<file path="config.mk">
export PLATFORM = sky130hd
export DESIGN_NAME = hdlc_status_reporting
export DESIGN_NICKNAME = d
export VERILOG_FILES = /design/src/shared/hdlc_stat_pkg.sv /design/src/hw/hdlc_status_reporting.sv
export SDC_FILE = /design/constraint.sdc
export NUM_CORES = 1
export LEC_CHECK = 0
export BUFFER_PORTS_ARGS = -buffer_cell sky130_fd_sc_hd__buf_2
export CORE_ASPECT_RATIO = 0.6
export CORE_MARGIN = 4
export CORE_UTILIZATION = 35
export DETAILED_ROUTE_END_ITERATION = 10
export PLACE_DENSITY_LB_ADDON = 0.2
export SKIP_CTS_REPAIR_TIMING = 1
export SLEW_MARGIN = 15
export SYNTH_ARGS = -nofsm -noshare
export SYNTH_HDL_FRONTEND = slang
export SYNTH_SLANG_ARGS = --single-unit
</file>
<file path="constraint.sdc">
create_clock -name pclk -period 3 [get_ports pclk]
set_input_delay 0.6 -clock pclk [delete_from_list [all_inputs] [get_ports pclk]]
set_output_delay 0.6 -clock pclk [all_outputs]
set_load 0.1 [all_outputs]
</file>
<file path="src/shared/hdlc_stat_pkg.sv">
// constants and carrier types for the signaling status block
// assumes an apb master on pclk and a receive engine on the same clock
package hdlc_stat_pkg;

    // register byte addresses
    localparam logic [7:0] SIG_STATUS_OFS = 8'h64;
    localparam logic [7:0] RX_STATUS_OFS  = 8'h68;
    localparam logic [7:0] CTRL_OFS       = 8'h6C;
    localparam logic [7:0] CMD_OFS        = 8'h70;
    localparam logic [7:0] ADDR_MATCH_OFS = 8'h74;
    localparam logic [7:0] TX_DATA_OFS    = 8'h78;

    // signaling_channel_status bit positions
    localparam int SIS_TX_OVF  = 7;
    localparam int SIS_TX_WP   = 6;
    localparam int SIS_TX_REP  = 5;
    localparam int SIS_RX_IDLE = 3;
    localparam int SIS_CMD     = 2;
    localparam int SIS_FREEZE  = 1;

    // control and command fields
    localparam int CTRL_MODE_LSB = 0;
    localparam int CTRL_RX_CHECK_ENABLE     = 3;
    localparam int CTRL_SS7      = 4;
    localparam int CMD_TX_RESET  = 0;
    localparam int CMD_TX_REPEAT = 1;
    localparam logic [4:0]  CTRL_RST       = 5'h00;
    localparam logic [31:0] ADDR_MATCH_RST = 32'h0000_0000;

    // mode codes, fixed addresses, result codes
    localparam logic [2:0] MODE_ADDR8  = 3'h2;
    localparam logic [2:0] MODE_ADDR16 = 3'h3;
    localparam logic [7:0] BCAST_A     = 8'hFE;
    localparam logic [7:0] BCAST_B     = 8'hFC;
    localparam logic [7:0] CR_MASK     = 8'hFD;
    localparam logic [1:0] HA_MATCH_B  = 2'h0;
    localparam logic [1:0] HA_BCAST    = 2'h1;
    localparam logic [1:0] SU_NONE     = 2'h0;
    localparam logic [1:0] SU_FISU     = 2'h1;
    localparam logic [1:0] SU_LSSU     = 2'h2;
    localparam logic [1:0] SU_MSU      = 2'h3;
    localparam logic [1:0] LEN_OK      = 2'h0;
    localparam logic [1:0] LEN_SHORT   = 2'h1;
    localparam logic [1:0] LEN_DROP    = 2'h2;

    // counts and times
    localparam int TX_HALF_BYTES  = 32;
    localparam int SS7_MAX_OCTETS = 272 + 7;
    localparam int IDLE_SLOTS     = 64;
    localparam int CLK_NS         = 4;
    localparam int CMD_BUSY_NS    = 1220;
    localparam int CMD_BUSY_CYC   = (CMD_BUSY_NS + CLK_NS - 1) / CLK_NS;

    // events from the receive bit engine
    typedef struct packed {
        logic       flag_seen;
        logic       slot;
        logic       byte_vld;
        logic [7:0] byte_val;
        logic       eof;
        logic       bits_ok;
        logic       crc_ok;
        logic       abort;
        logic       fifo_ovf;
    } rx_evt_t;

    // per-frame status byte, bit 7 first
    typedef struct packed {
        logic       valid_frame_flag;
        logic       rx_overflow_flag;
        logic       crc_ok;
        logic       rx_aborted_flag;
        logic [1:0] ha;
        logic       cr;
        logic       la;
    } rx_stat_t;

endpackage

</file>
<file path="src/hw/hdlc_status_reporting.sv">
// signaling channel status and per-frame receive status for hdlc channel 1
// assumes apb on pclk, receive engine and tx fifo mover on pclk too
`timescale 1ns/10ps
module hdlc_status_reporting
#(
    parameter int ADDR_W  = 8,
    parameter int TX_HALF = hdlc_stat_pkg::TX_HALF_BYTES,
    parameter int IDLE_N  = hdlc_stat_pkg::IDLE_SLOTS
)
(
    // clock, reset, enable
    input  wire logic                  pclk,
    input  wire logic                  presetn,
    input  wire logic                  clk_en,
    // apb slave
    input  wire logic                  psel,
    input  wire logic                  penable,
    input  wire logic                  pwrite,
    input  wire logic [ADDR_W-1:0]     paddr,
    input  wire logic [31:0]           pwdata,
    output logic                       pready,
    output logic [31:0]                prdata,
    output logic                       pslverr,
    // receive engine and freeze state
    input  wire hdlc_stat_pkg::rx_evt_t rx_evt,
    input  wire logic                  signaling_freeze_state,
    // tx fifo mover and status
    input  wire logic                  tx_half_moved,
    output logic                       tx_fifo_write_permit,
    output logic                       tx_repeat,
    output logic                       tx_reset_pulse,
    // status byte into the rx fifo
    output logic                       stat_wr,
    output hdlc_stat_pkg::rx_stat_t    stat_byte
);
    import hdlc_stat_pkg::*;

    // the decoder reads paddr[7:0], so narrower buses cannot be served
    if (ADDR_W < 8 || TX_HALF < 1 || IDLE_N < 1)
    begin : g_param_chk
        $error("unsupported parameter values");
    end

    typedef enum logic [2:0]
    {
        ST_IDLE  = 3'b001,
        ST_FRAME = 3'b010,
        ST_DONE  = 3'b100
    } frame_st_t;

    localparam int TXC_W  = $clog2(TX_HALF + 1);
    localparam int IDLE_W = $clog2(IDLE_N + 1);
    localparam int BUSY_W = $clog2(CMD_BUSY_CYC + 1);

    frame_st_t        state_r;
    logic [TXC_W-1:0] tx_cnt_r;
    logic             tx_ovf_r;
    logic             tx_rep_r;
    logic [BUSY_W-1:0] busy_cnt_r;
    logic [IDLE_W-1:0] idle_cnt_r;
    logic             line_idle_r;
    logic [4:0]       ctrl_r;
    logic [31:0]      amatch_r;
    logic [11:0]      len_r;
    logic [7:0]       addr0_r;
    logic [7:0]       addr1_r;
    logic [7:0]       li_r;
    logic             rx_ovf_r;
    logic             rx_abt_r;
    rx_stat_t         stat_r;
    rx_stat_t         stat_nxt;
    logic [31:0]      rdata_nxt;
    logic [31:0]      prdata_r;

    logic [2:0] mode;
    logic       rx_check_enable;
    logic       ss7;
    logic       wr_acc;
    logic       setup;
    logic       cmd_wr;
    logic       data_wr;
    logic       busy;
    logic [1:0] len_cls;

    // true for any mapped register address
    function automatic logic addr_hit(input logic [ADDR_W-1:0] a);
        logic [7:0] b;
        b = a[7:0];
        addr_hit = (b == SIG_STATUS_OFS) || (b == RX_STATUS_OFS) ||
                   (b == CTRL_OFS) || (b == CMD_OFS) ||
                   (b == ADDR_MATCH_OFS) || (b == TX_DATA_OFS);
    endfunction

    // compare ignoring the c/r bit
    function automatic logic hi_eq(input logic [7:0] a, input logic [7:0] b);
        hi_eq = ((a ^ b) & CR_MASK) == 8'h00;
    endfunction

    // length class of a finished frame
    function automatic logic [1:0] len_class(input logic [2:0]  m,
                                             input logic        crc_on,
                                             input logic [11:0] n);
        logic [11:0] lim;
        len_class = LEN_OK;
        lim = 12'h000;
        if (m == MODE_ADDR16)
            lim = crc_on ? 12'h003 : 12'h004;
        else if (m == MODE_ADDR8)
            lim = crc_on ? 12'h002 : 12'h003;
        if (n == 12'h000)
            len_class = LEN_DROP;
        else if (lim != 12'h000 && n < lim)
            len_class = LEN_DROP;
        else if (lim != 12'h000 && n <= lim + 12'h001 && n >= lim)
            len_class = (m == MODE_ADDR16 && !crc_on) ||
                        (m == MODE_ADDR8 && !crc_on) ?
                        ((n == lim) ? LEN_SHORT : LEN_OK) : LEN_SHORT;
    endfunction

    assign mode    = ctrl_r[CTRL_MODE_LSB +: 3];
    assign rx_check_enable    = ctrl_r[CTRL_RX_CHECK_ENABLE];
    assign ss7     = ctrl_r[CTRL_SS7];
    assign setup   = psel && !penable && clk_en;
    assign wr_acc  = psel && penable && pwrite && clk_en;
    assign busy    = busy_cnt_r != '0;
    assign cmd_wr  = wr_acc && (paddr[7:0] == CMD_OFS) && !busy;
    assign data_wr = wr_acc && (paddr[7:0] == TX_DATA_OFS);
    assign len_cls = len_class(mode, rx_check_enable, len_r);

    assign pready  = clk_en;
    assign pslverr = psel && penable && !addr_hit(paddr);
    assign prdata  = prdata_r;

    // control and address compare registers
    always_ff @(posedge pclk or negedge presetn)
    begin
        if (!presetn)
        begin
            ctrl_r   <= CTRL_RST;
            amatch_r <= ADDR_MATCH_RST;
        end
        else if (wr_acc && paddr[7:0] == CTRL_OFS)
            ctrl_r <= pwdata[4:0];
        else if (wr_acc && paddr[7:0] == ADDR_MATCH_OFS)
            amatch_r <= pwdata;
    end

    // command register: repeat control and busy window
    always_ff @(posedge pclk or negedge presetn)
    begin
        if (!presetn)
        begin
            tx_rep_r   <= 1'b0;
            busy_cnt_r <= '0;
        end
        else if (clk_en)
        begin
            if (cmd_wr)
            begin
                tx_rep_r   <= pwdata[CMD_TX_REPEAT];
                busy_cnt_r <= BUSY_W'(CMD_BUSY_CYC);
            end
            else if (busy)
                busy_cnt_r <= busy_cnt_r - 1'b1;
        end
    end

    // tx fifo fill count and overflow; a new byte wins over a clear
    always_ff @(posedge pclk or negedge presetn)
    begin
        if (!presetn)
        begin
            tx_cnt_r <= '0;
            tx_ovf_r <= 1'b0;
        end
        else if (clk_en)
        begin
            if (data_wr && tx_cnt_r == TXC_W'(TX_HALF))
                tx_ovf_r <= 1'b1;
            else if (tx_half_moved || (cmd_wr && pwdata[CMD_TX_RESET]))
                tx_ovf_r <= 1'b0;
            if (tx_half_moved || (cmd_wr && pwdata[CMD_TX_RESET]))
                tx_cnt_r <= data_wr ? TXC_W'(1) : '0;
            else if (data_wr && tx_cnt_r != TXC_W'(TX_HALF))
                tx_cnt_r <= tx_cnt_r + 1'b1;
        end
    end

    assign tx_fifo_write_permit = tx_cnt_r < TXC_W'(TX_HALF);
    assign tx_repeat            = tx_rep_r;
    assign tx_reset_pulse       = cmd_wr && pwdata[CMD_TX_RESET];

    // line activity watch over signaling slots
    // count starts saturated so a slot after reset keeps the idle flag
    always_ff @(posedge pclk or negedge presetn)
    begin
        if (!presetn)
        begin
            idle_cnt_r  <= IDLE_W'(IDLE_N);
            line_idle_r <= 1'b1;
        end
        else if (clk_en)
        begin
            if (rx_evt.flag_seen || rx_evt.byte_vld)
            begin
                idle_cnt_r  <= '0;
                line_idle_r <= 1'b0;
            end
            else if (rx_evt.slot && idle_cnt_r != IDLE_W'(IDLE_N))
            begin
                idle_cnt_r  <= idle_cnt_r + 1'b1;
                line_idle_r <= (idle_cnt_r + 1'b1) == IDLE_W'(IDLE_N);
            end
        end
    end

    // frame sequencing
    always_ff @(posedge pclk or negedge presetn)
    begin
        if (!presetn)
            state_r <= ST_IDLE;
        else if (clk_en)
        begin
            case (state_r)
                ST_IDLE:
                    if (rx_evt.byte_vld)
                        state_r <= ST_FRAME;
                ST_FRAME:
                    if (rx_evt.eof)
                        state_r <= (len_cls == LEN_DROP) ? ST_IDLE
                                                         : ST_DONE;
                ST_DONE:
                    state_r <= rx_evt.byte_vld ? ST_FRAME : ST_IDLE;
                default:
                    state_r <= ST_IDLE;
            endcase
        end
    end

    // byte count and address capture
    always_ff @(posedge pclk or negedge presetn)
    begin
        if (!presetn)
        begin
            len_r   <= 12'h000;
            addr0_r <= 8'h00;
            addr1_r <= 8'h00;
            li_r    <= 8'h00;
        end
        else if (clk_en && rx_evt.byte_vld)
        begin
            if (state_r != ST_FRAME)
            begin
                len_r   <= 12'h001;
                addr0_r <= rx_evt.byte_val;
            end
            else
            begin
                if (len_r != 12'hFFF)
                    len_r <= len_r + 12'h001;
                if (len_r == 12'h001)
                    addr1_r <= rx_evt.byte_val;
                if (len_r == 12'h002)
                    li_r <= rx_evt.byte_val;
            end
        end
    end

    // per-frame overflow and abort; an event wins over the frame-start clear
    always_ff @(posedge pclk or negedge presetn)
    begin
        if (!presetn)
        begin
            rx_ovf_r <= 1'b0;
            rx_abt_r <= 1'b0;
        end
        else if (clk_en)
        begin
            if (rx_evt.fifo_ovf)
                rx_ovf_r <= 1'b1;
            else if (state_r != ST_FRAME && rx_evt.byte_vld)
                rx_ovf_r <= 1'b0;
            if (rx_evt.abort)
                rx_abt_r <= 1'b1;
            else if (state_r != ST_FRAME && rx_evt.byte_vld)
                rx_abt_r <= 1'b0;
        end
    end

    // status byte built at end of frame
    always_comb
    begin
        logic [7:0] lo;
        logic [7:0] ral_a;
        logic [7:0] ral_b;
        logic [5:0] li;
        lo      = (mode == MODE_ADDR16) ? addr1_r : addr0_r;
        ral_a   = amatch_r[23:16];
        ral_b   = amatch_r[31:24];
        li      = li_r[5:0];
        stat_nxt = '0;
        stat_nxt.valid_frame_flag    = rx_evt.bits_ok && (len_cls == LEN_OK);
        stat_nxt.rx_overflow_flag    = rx_ovf_r || rx_evt.fifo_ovf;
        stat_nxt.crc_ok = rx_evt.crc_ok;
        stat_nxt.rx_aborted_flag    = rx_abt_r || rx_evt.abort ||
                          (ss7 && len_r > 12'(SS7_MAX_OCTETS));
        if (ss7)
        begin
            if (len_r < 12'h003)
                stat_nxt.ha = SU_NONE;
            else if (li == 6'h00)
                stat_nxt.ha = SU_FISU;
            else if (li <= 6'h02)
                stat_nxt.ha = SU_LSSU;
            else
                stat_nxt.ha = SU_MSU;
        end
        else if (mode == MODE_ADDR16)
        begin
            stat_nxt.cr = addr0_r[1];
            if (hi_eq(addr0_r, amatch_r[7:0]))
                stat_nxt.ha = {1'b1, addr0_r[1]};
            else if (hi_eq(addr0_r, BCAST_A) || hi_eq(addr0_r, BCAST_B))
                stat_nxt.ha = HA_BCAST;
            else
                stat_nxt.ha = HA_MATCH_B;
        end
        if (!ss7 && (mode == MODE_ADDR16 || mode == MODE_ADDR8))
            stat_nxt.la = (lo == ral_a) ? 1'b1 :
                          ((lo == ral_b) ? 1'b0 : 1'b0);
    end

    always_ff @(posedge pclk or negedge presetn)
    begin
        if (!presetn)
            stat_r <= '0;
        else if (clk_en && state_r == ST_FRAME && rx_evt.eof)
            stat_r <= stat_nxt;
    end

    assign stat_wr   = clk_en && (state_r == ST_DONE);
    assign stat_byte = stat_r;

    // read data captured in the setup cycle
    always_comb
    begin
        rdata_nxt = 32'h0000_0000;
        case (paddr[7:0])
            SIG_STATUS_OFS:
            begin
                rdata_nxt[SIS_TX_OVF]  = tx_ovf_r;
                rdata_nxt[SIS_TX_WP]   = tx_fifo_write_permit;
                rdata_nxt[SIS_TX_REP]  = tx_rep_r;
                rdata_nxt[SIS_RX_IDLE] = line_idle_r;
                rdata_nxt[SIS_CMD]     = busy;
                rdata_nxt[SIS_FREEZE]  = signaling_freeze_state;
            end
            RX_STATUS_OFS:  rdata_nxt[7:0] = stat_r;
            CTRL_OFS:       rdata_nxt[4:0] = ctrl_r;
            CMD_OFS:        rdata_nxt[CMD_TX_REPEAT] = tx_rep_r;
            ADDR_MATCH_OFS: rdata_nxt = amatch_r;
            TX_DATA_OFS:    rdata_nxt[TXC_W-1:0] = tx_cnt_r;
            default:        rdata_nxt = 32'h0000_0000;
        endcase
    end

    always_ff @(posedge pclk or negedge presetn)
    begin
        if (!presetn)
            prdata_r <= 32'h0000_0000;
        else if (setup)
            prdata_r <= rdata_nxt;
    end
endmodule

</file>
==> results of run 1 <==
==> stage by stage <==
stage               hold WS [ns]  power, mW
finish                     0.180       5.52
detailed placement         0.467       3.43
global route               0.222       5.79
CTS                        0.191       5.57
floorplan                  0.304       3.08
global placement           0.460       3.38
==> metal layers <==
layer | vias up | track usage [%] | wire, um
li1 | 2695 | - | -
met4 | 6 | 3.58 | 127
met3 | 16 | 5.65 | 1360
met2 | 146 | 25.4 | 8470
met5 | - | 0 | 34
met1 | 2866 | 26.2 | 9580
==> sequential cells by signal, indices dropped and copies added (netlist names) <==
name         cells
tx_cnt_r         6
state_r          3
tx_repeat        1
len_r           12
addr1_r          8
rx_abt_r         1
tx_ovf_r         1
busy_cnt_r       9
ctrl_r           5
prdata          32
rx_ovf_r         1
addr0_r          8
amatch_r        32
li_r             6
line_idle_r      1
idle_cnt_r       7
stat_byte        8
==> cell usage in the layout, fill, tap and decap left out, drive strengths merged, types with 5 or more instances in the layout <==
cell    count
a21oi      17
a22o       30
a22oi       8
a31oi       6
and2        7
and3        5
and4        6
buf       122
clkbuf     17
clkinv      6
dfrtp     138
ha         18
inv        36
mux2       56
mux2i       7
nand2      74
nand2b      7
nand3      17
nand3b      6
nand4       9
nor2       49
nor2b       7
nor3       15
nor4        6
o21ai      33
o22ai       6
o31ai       5
or3         6
xnor2      20
xor2        7
==> power groups by stage <==
| stage | Sequential (mW) | Combinational, mW | Clock, mW |
|---|---|---|---|
| 3_5_place_dp | 2.38 | 1.04 | 0 |
| 2_1_floorplan | 2.55 | 0.538 | 0 |
| 5_1_grt | 2.38 | 1.15 | 2.26 |
| 3_3_place_gp | 2.37 | 1.01 | 0 |
| 4_1_cts | 2.35 | 1.05 | 2.17 |
| 6_report | 2.35 | 1.04 | 2.12 |
==> layout make-up <==
class	instances	area, um2
Multi-Input combinational cell	480	3450
Sequential cell	141	3530
Inverter	27	101
Clock inverter	15	174
Fill cell	1897	11400
Timing Repair Buffer	122	689
Clock buffer	17	425
Tap cell	273	342
==> path summary, 6_finish.rpt <==
path	from	to	cells after the start
worst min-delay path	presetn	amatch_r[11]	1
max in group asynchronous	presetn	idle_cnt_r[6]	2
worst max register to register	ctrl_r[2]	stat_byte[7]	11
min in group pclk	rx_evt[12]	addr0_r[7]	3
worst max-delay path	busy_cnt_r[0]	tx_reset_pulse	6
worst min register to register	prdata[5]	prdata[5]	1
==> logic make-up (layout without fill, tap and decap cells) <==
group | count (synthesis) | after routing | share of synthesized area [%]
AOI/OAI and AO/OA | 146 | 146 | 15.1
xor gates and xnor gates | 27 | 27 | 3.29
adders and majority gates | 18 | 18 | 3.14
buffers and inverters | 54 | 181 | 3.03
DFF | 141 | 141 | 49.2
muxes | 63 | 63 | 9.86
other | 1 | 1 | 0.0522
and+or+nand+nor | 225 | 225 | 16.4
==> out/qor.yml, run 1 <==
status: "completed"
max_stage_delay_ns: 0.42
via_count: 5729
setup_ws_ns: 0.235
htree_levels: 4
io_pins: 110
ys_warn_count: 0
synth.most_common_cell: "dfrtp_1"
reg2reg_setup_slack_ns: 0.39
rsz0062_at_grt: "false"
p_per_area_nw_per_um2: 633
gr-total-overflow: 0
finalHoldViolations: 0
worst_pin_slew_ns: 0.670
postSynthCellCount: 675
die-area_um2: 22900
antenna_found_initial: 3
p_int_mw: 3.60
synth_area_per_cell_um2: 10.6
start_util_pct: 35.8
dr.pass1.iters: 5
grt_pass1_vias: 5693
place_area_um2: 8110
cts.reportedPaths.clkPinSlew_ns: 0.07
grt_max_degree: 71
area_delta_synth_final_pct: 21.4
preCtsSetupSlack_ns: 0.383
cts_buffers: 17
critPathCaptureType: "primary output"
worstSetupPathType: "reg2out"
cts_sinks: 141
arrival_ns: 2.16
switching_share_pct: 34.8
yosys-top-cells-count: "dfrtp_1 (138), nand2_1 (73), mux2_2 (50)"
final_area_um2: 8720
netlist_area_um2: 7180
synth_edf_count: 0
cp.required_ns: 2.40
crit_family: "simple AND/OR/NAND/NOR gates"
fp-row-count: 40
async_reset_ff_share_pct: 100
postRouteAntennaNets: 0
drc: 0
crit_slowest_cell: "dfrtp_1"
die_height_um: 119
relSlewSlack_pct: 55.3
p_leak_nw: 4.15
post-route-period-util_pct: 92.2
finalWeightedCongestion: 0.923
drtIter0Drc: 472
cts_root_buf: "clkbuf_16"
slew_violations: 0
yosysTopAreaCell: "dfrtp_1"
min_path_type: "in2async"
antenna_cells: 0
drt_wl_total_um: 19600
power.share.combinational_pct: 18.9
max_cap_viol_count: 0
crit_path_max_fanout: 5
clkPwrFrac_pct: 38.5
finalSetupViolations: 0
seqPwrFrac_pct: 42.6
cts_tree: "yes"
grt_pass1_wl_um: 32000
path_cells: "inv_1 -> ha_1 -> nor4b_2 -> and2_1 -> and3_1 -> buf_12"
insertion_delay_ns: 0.43
ys_seq_elements: 141
start_kind: "flip-flop"
routed_via_density: 5.33
dp_hpwl_um: 14600
cts.path.max_buffers: 2
stdcell_count: 1075
routed_wire_length_per_instance_um: 18.2
nets: 871
grt.total_usage_pct: 17.7
yosysTopAreaCellShare_pct: 48.1
vdd_ir_drop_max_mv: 0.379
yosys_most_used_dff: "dfrtp_1"
switchingPower_mw: 1.92
coreArea_um2: 20100
fin_worst_skew_ns: 0.0117
die_x_um: 193
crit_buf_inv: 2
fin_setup_tns_ns: 0
synth_nets: 757
dp_cells: 1043
min_period_ns: 2.76
io_buffers: 109
final_layout_size_suffix_gt1_share_pct: 29.1
final_util_pct: 43.4
fmax_ghz: 0.362
ys_seq_area_share_pct: 49.2
yosysUniqueCellTypes: 78
synth.top_cells.by_area: "dfrtp_1 (48%), mux2_2 (7.8%), nand2_1 (3.8%), a22o_1 (3.7%), ha_1 (3.1%)"
Power figures use the tool's default switching activity.
==> run 2: changes to the inputs <==
--- a/config.mk
+++ b/config.mk
@@ -9,6 +9,7 @@
 export CORE_ASPECT_RATIO = 0.6
 export CORE_MARGIN = 4
 export CORE_UTILIZATION = 35
+export CTS_CLUSTER_DIAMETER = 50
 export DETAILED_ROUTE_END_ITERATION = 10
 export PLACE_DENSITY_LB_ADDON = 0.2
 export SKIP_CTS_REPAIR_TIMING = 1
==> constraint.sdc (replaced) <==
create_clock -name pclk -period 3 [get_ports pclk]
set_input_delay 0.9 -clock pclk [delete_from_list [all_inputs] [get_ports pclk]]
set_output_delay 0.9 -clock pclk [all_outputs]
set_load 0.1 [all_outputs]
==> out/qor.yml, run 2 (same netlist as run 1, synthesis figures left out) <==
relSlewSlack_pct: 58.8  # was 55.3%
finalWeightedCongestion: 0.842  # was 0.923
drtIter0Drc: 349  # was 472
critPathCaptureType: "primary output"  # unchanged
path_cells: "buf_6 -> or4_4 -> nor4_4 -> and3_4 -> buf_12"  # was inv_1 -> ha_1 -> nor4b_2 -> and2_1 -> and3_1 -> buf_12
insertion_delay_ns: 0.42  # was 0.43 ns
dp_hpwl_um: 14900  # was 14600 um
nets: 881  # was 871
regToRegEndpoint: "stat_byte[7]"  # unchanged
final_util_pct: 44.5  # was 43.4%
grt_max_degree: 57  # was 71
io_buffers: 109  # unchanged
drt_wl_total_um: 20200  # was 19600 um
cp.required_ns: 2.10  # was 2.40 ns
reg2reg_depth: 11  # unchanged
fin_worst_skew_ns: 0.0127  # was 0.0117 ns
timing.hold.ws_ns: 0.453  # was 0.180 ns
cts_tree: "yes"  # unchanged
cts.reportedPaths.clkPinSlew_ns: 0.06  # was 0.07 ns
rsz0062_at_grt: "true"  # was false
die_x_um: 193  # unchanged
max_cap_viol_count: 0  # unchanged
setup_ws_ns: -0.0125  # was 0.235 ns
cts.path.max_buffers: 2  # unchanged
grt_pass1_wl_um: 32200  # was 32000 um
postRouteAntennaNets: 0  # unchanged
start_util_pct: 35.8  # unchanged
min_path_type: "in2async"  # unchanged
gr-total-overflow: 0  # unchanged
finalHoldViolations: 0  # unchanged
worstSetupPathType: "in2out"  # was reg2out
coreArea_um2: 20100  # unchanged
violations: "negative setup slack"
antenna_found_initial: 0  # was 3
io_pins: 110  # unchanged
routed_via_density: 5.37  # was 5.33
startpoint: "paddr[2]"  # was busy_cnt_r[0]
max_stage_delay_ns: 0.55  # was 0.42 ns
drc: 0  # unchanged
slew_violations: 0  # unchanged
grt.total_usage_pct: 17.8  # was 17.7%
cts_buffers: 17  # unchanged
die-area_um2: 22900  # unchanged
start_kind: "input pin"  # was flip-flop
worst_pin_slew_ns: 0.617  # was 0.670 ns
grt_pass1_vias: 5831  # was 5693
crit_slowest_cell: "or4_4"  # was dfrtp_1
p_leak_nw: 4.23  # was 4.15 nW
fp-row-count: 40  # unchanged
post-route-period-util_pct: 100  # was 92.2%
crit_path_max_fanout: 2  # was 5
p_per_area_nw_per_um2: 645  # was 633 nW/um2
reg2reg_setup_slack_ns: 0.19  # was 0.39 ns
finalSetupViolations: 1  # was 0
min_period_ns: 3.01  # was 2.76 ns
final_common_cell: "dfrtp_1"  # unchanged
vdd_ir_drop_max_mv: 0.576  # was 0.379 mV
via_count: 5828  # was 5729
routed_wire_length_per_instance_um: 18.6  # was 18.2 um
antenna_cells: 0  # unchanged
crit_end: "tx_reset_pulse"  # unchanged
final_cell_mix: "dfrtp_1 (138), buf_2 (103), nand2_1 (73)"  # was dfrtp_1 (138), buf_2 (107), nand2_1 (73)
r2r_start: "ctrl_r[2]"  # unchanged
fmax_ghz: 0.332  # was 0.362 GHz
area_delta_synth_final_pct: 24.5  # was 21.4%
dr.pass1.iters: 7  # was 5
die_height_um: 119  # unchanged
final_layout_size_suffix_gt1_share_pct: 30.3  # was 29.1%
status: "complete, but fails checks"  # was completed
fin_total_pwr_mw: 5.77  # was 5.52 mW
htree_levels: 4  # unchanged
cts_root_buf: "clkbuf_16"  # unchanged
arrival_ns: 2.11  # was 2.16 ns
cts_sinks: 141  # unchanged
-- run 2: final cells by class --
cell class | count | area [um2]
well taps | 273 | 342
inverters | 27 | 101
flip-flops and latches | 141 | 3530
repair buffers | 132 | 841
fillers | 1888 | 11100
multi-input cells | 480 | 3470
clock buffers | 21 | 470
clock inverters | 11 | 179
-- run 2: how the worst min path moves through the flow --
stage	start	to	slack [ns]
4_1_cts	presetn	idle_cnt_r[4]	0.48
3_3_place_gp	prdata[5]	prdata[5]	0.46
2_1_floorplan	amatch_r[10]	prdata[10]	0.46
3_5_place_dp	prdata[5]	prdata[5]	0.47
5_1_grt	presetn	idle_cnt_r[4]	0.49
6_report	presetn	idle_cnt_r[3]	0.45
-- run 2: report_power, final --
part	total (mW)	leakage, nW	internal [mW]	switching (mW)
Combinational	1.09	2.04	0.398	0.689
Clock	2.32	0.316	1.47	0.851
Sequential	2.36	1.87	2.10	0.255
Total	5.77	4.23	3.97	1.79
-- run 2: through the flow --
step	cells	instance area, um2	TNS [ns]	setup WS, ns
CTS	1085	8910	-0.161	-0.161
global placement	1053	8270	-0.0159	-0.0159
detailed placement	1053	8270	-0.0305	-0.0305
global route	1085	8940	-0.0468	-0.0468
finish	1085	8940	-0.0125	-0.0125
floorplan	675	7200	-0.112	-0.0665
-- run 2: metal layers --
metal | routed length, um | part of all wire (%) | vias up | global-route usage, %
met2 | 8530 | 42 | 189 | 25.2
met5 | 0 | 0 | - | 0
met1 | 10200 | 50 | 2918 | 28.1
met3 | 1370 | 6.8 | 11 | 4.07
met4 | 77 | 0.38 | 0 | 2.48
li1 | - | - | 2710 | -
-- run 2: critical path, delay by kind of cell --
kind | cells | cell delay (ns)
and+or+nand+nor | 3 | 0.95
buffers and inverters | 2 | 0.26
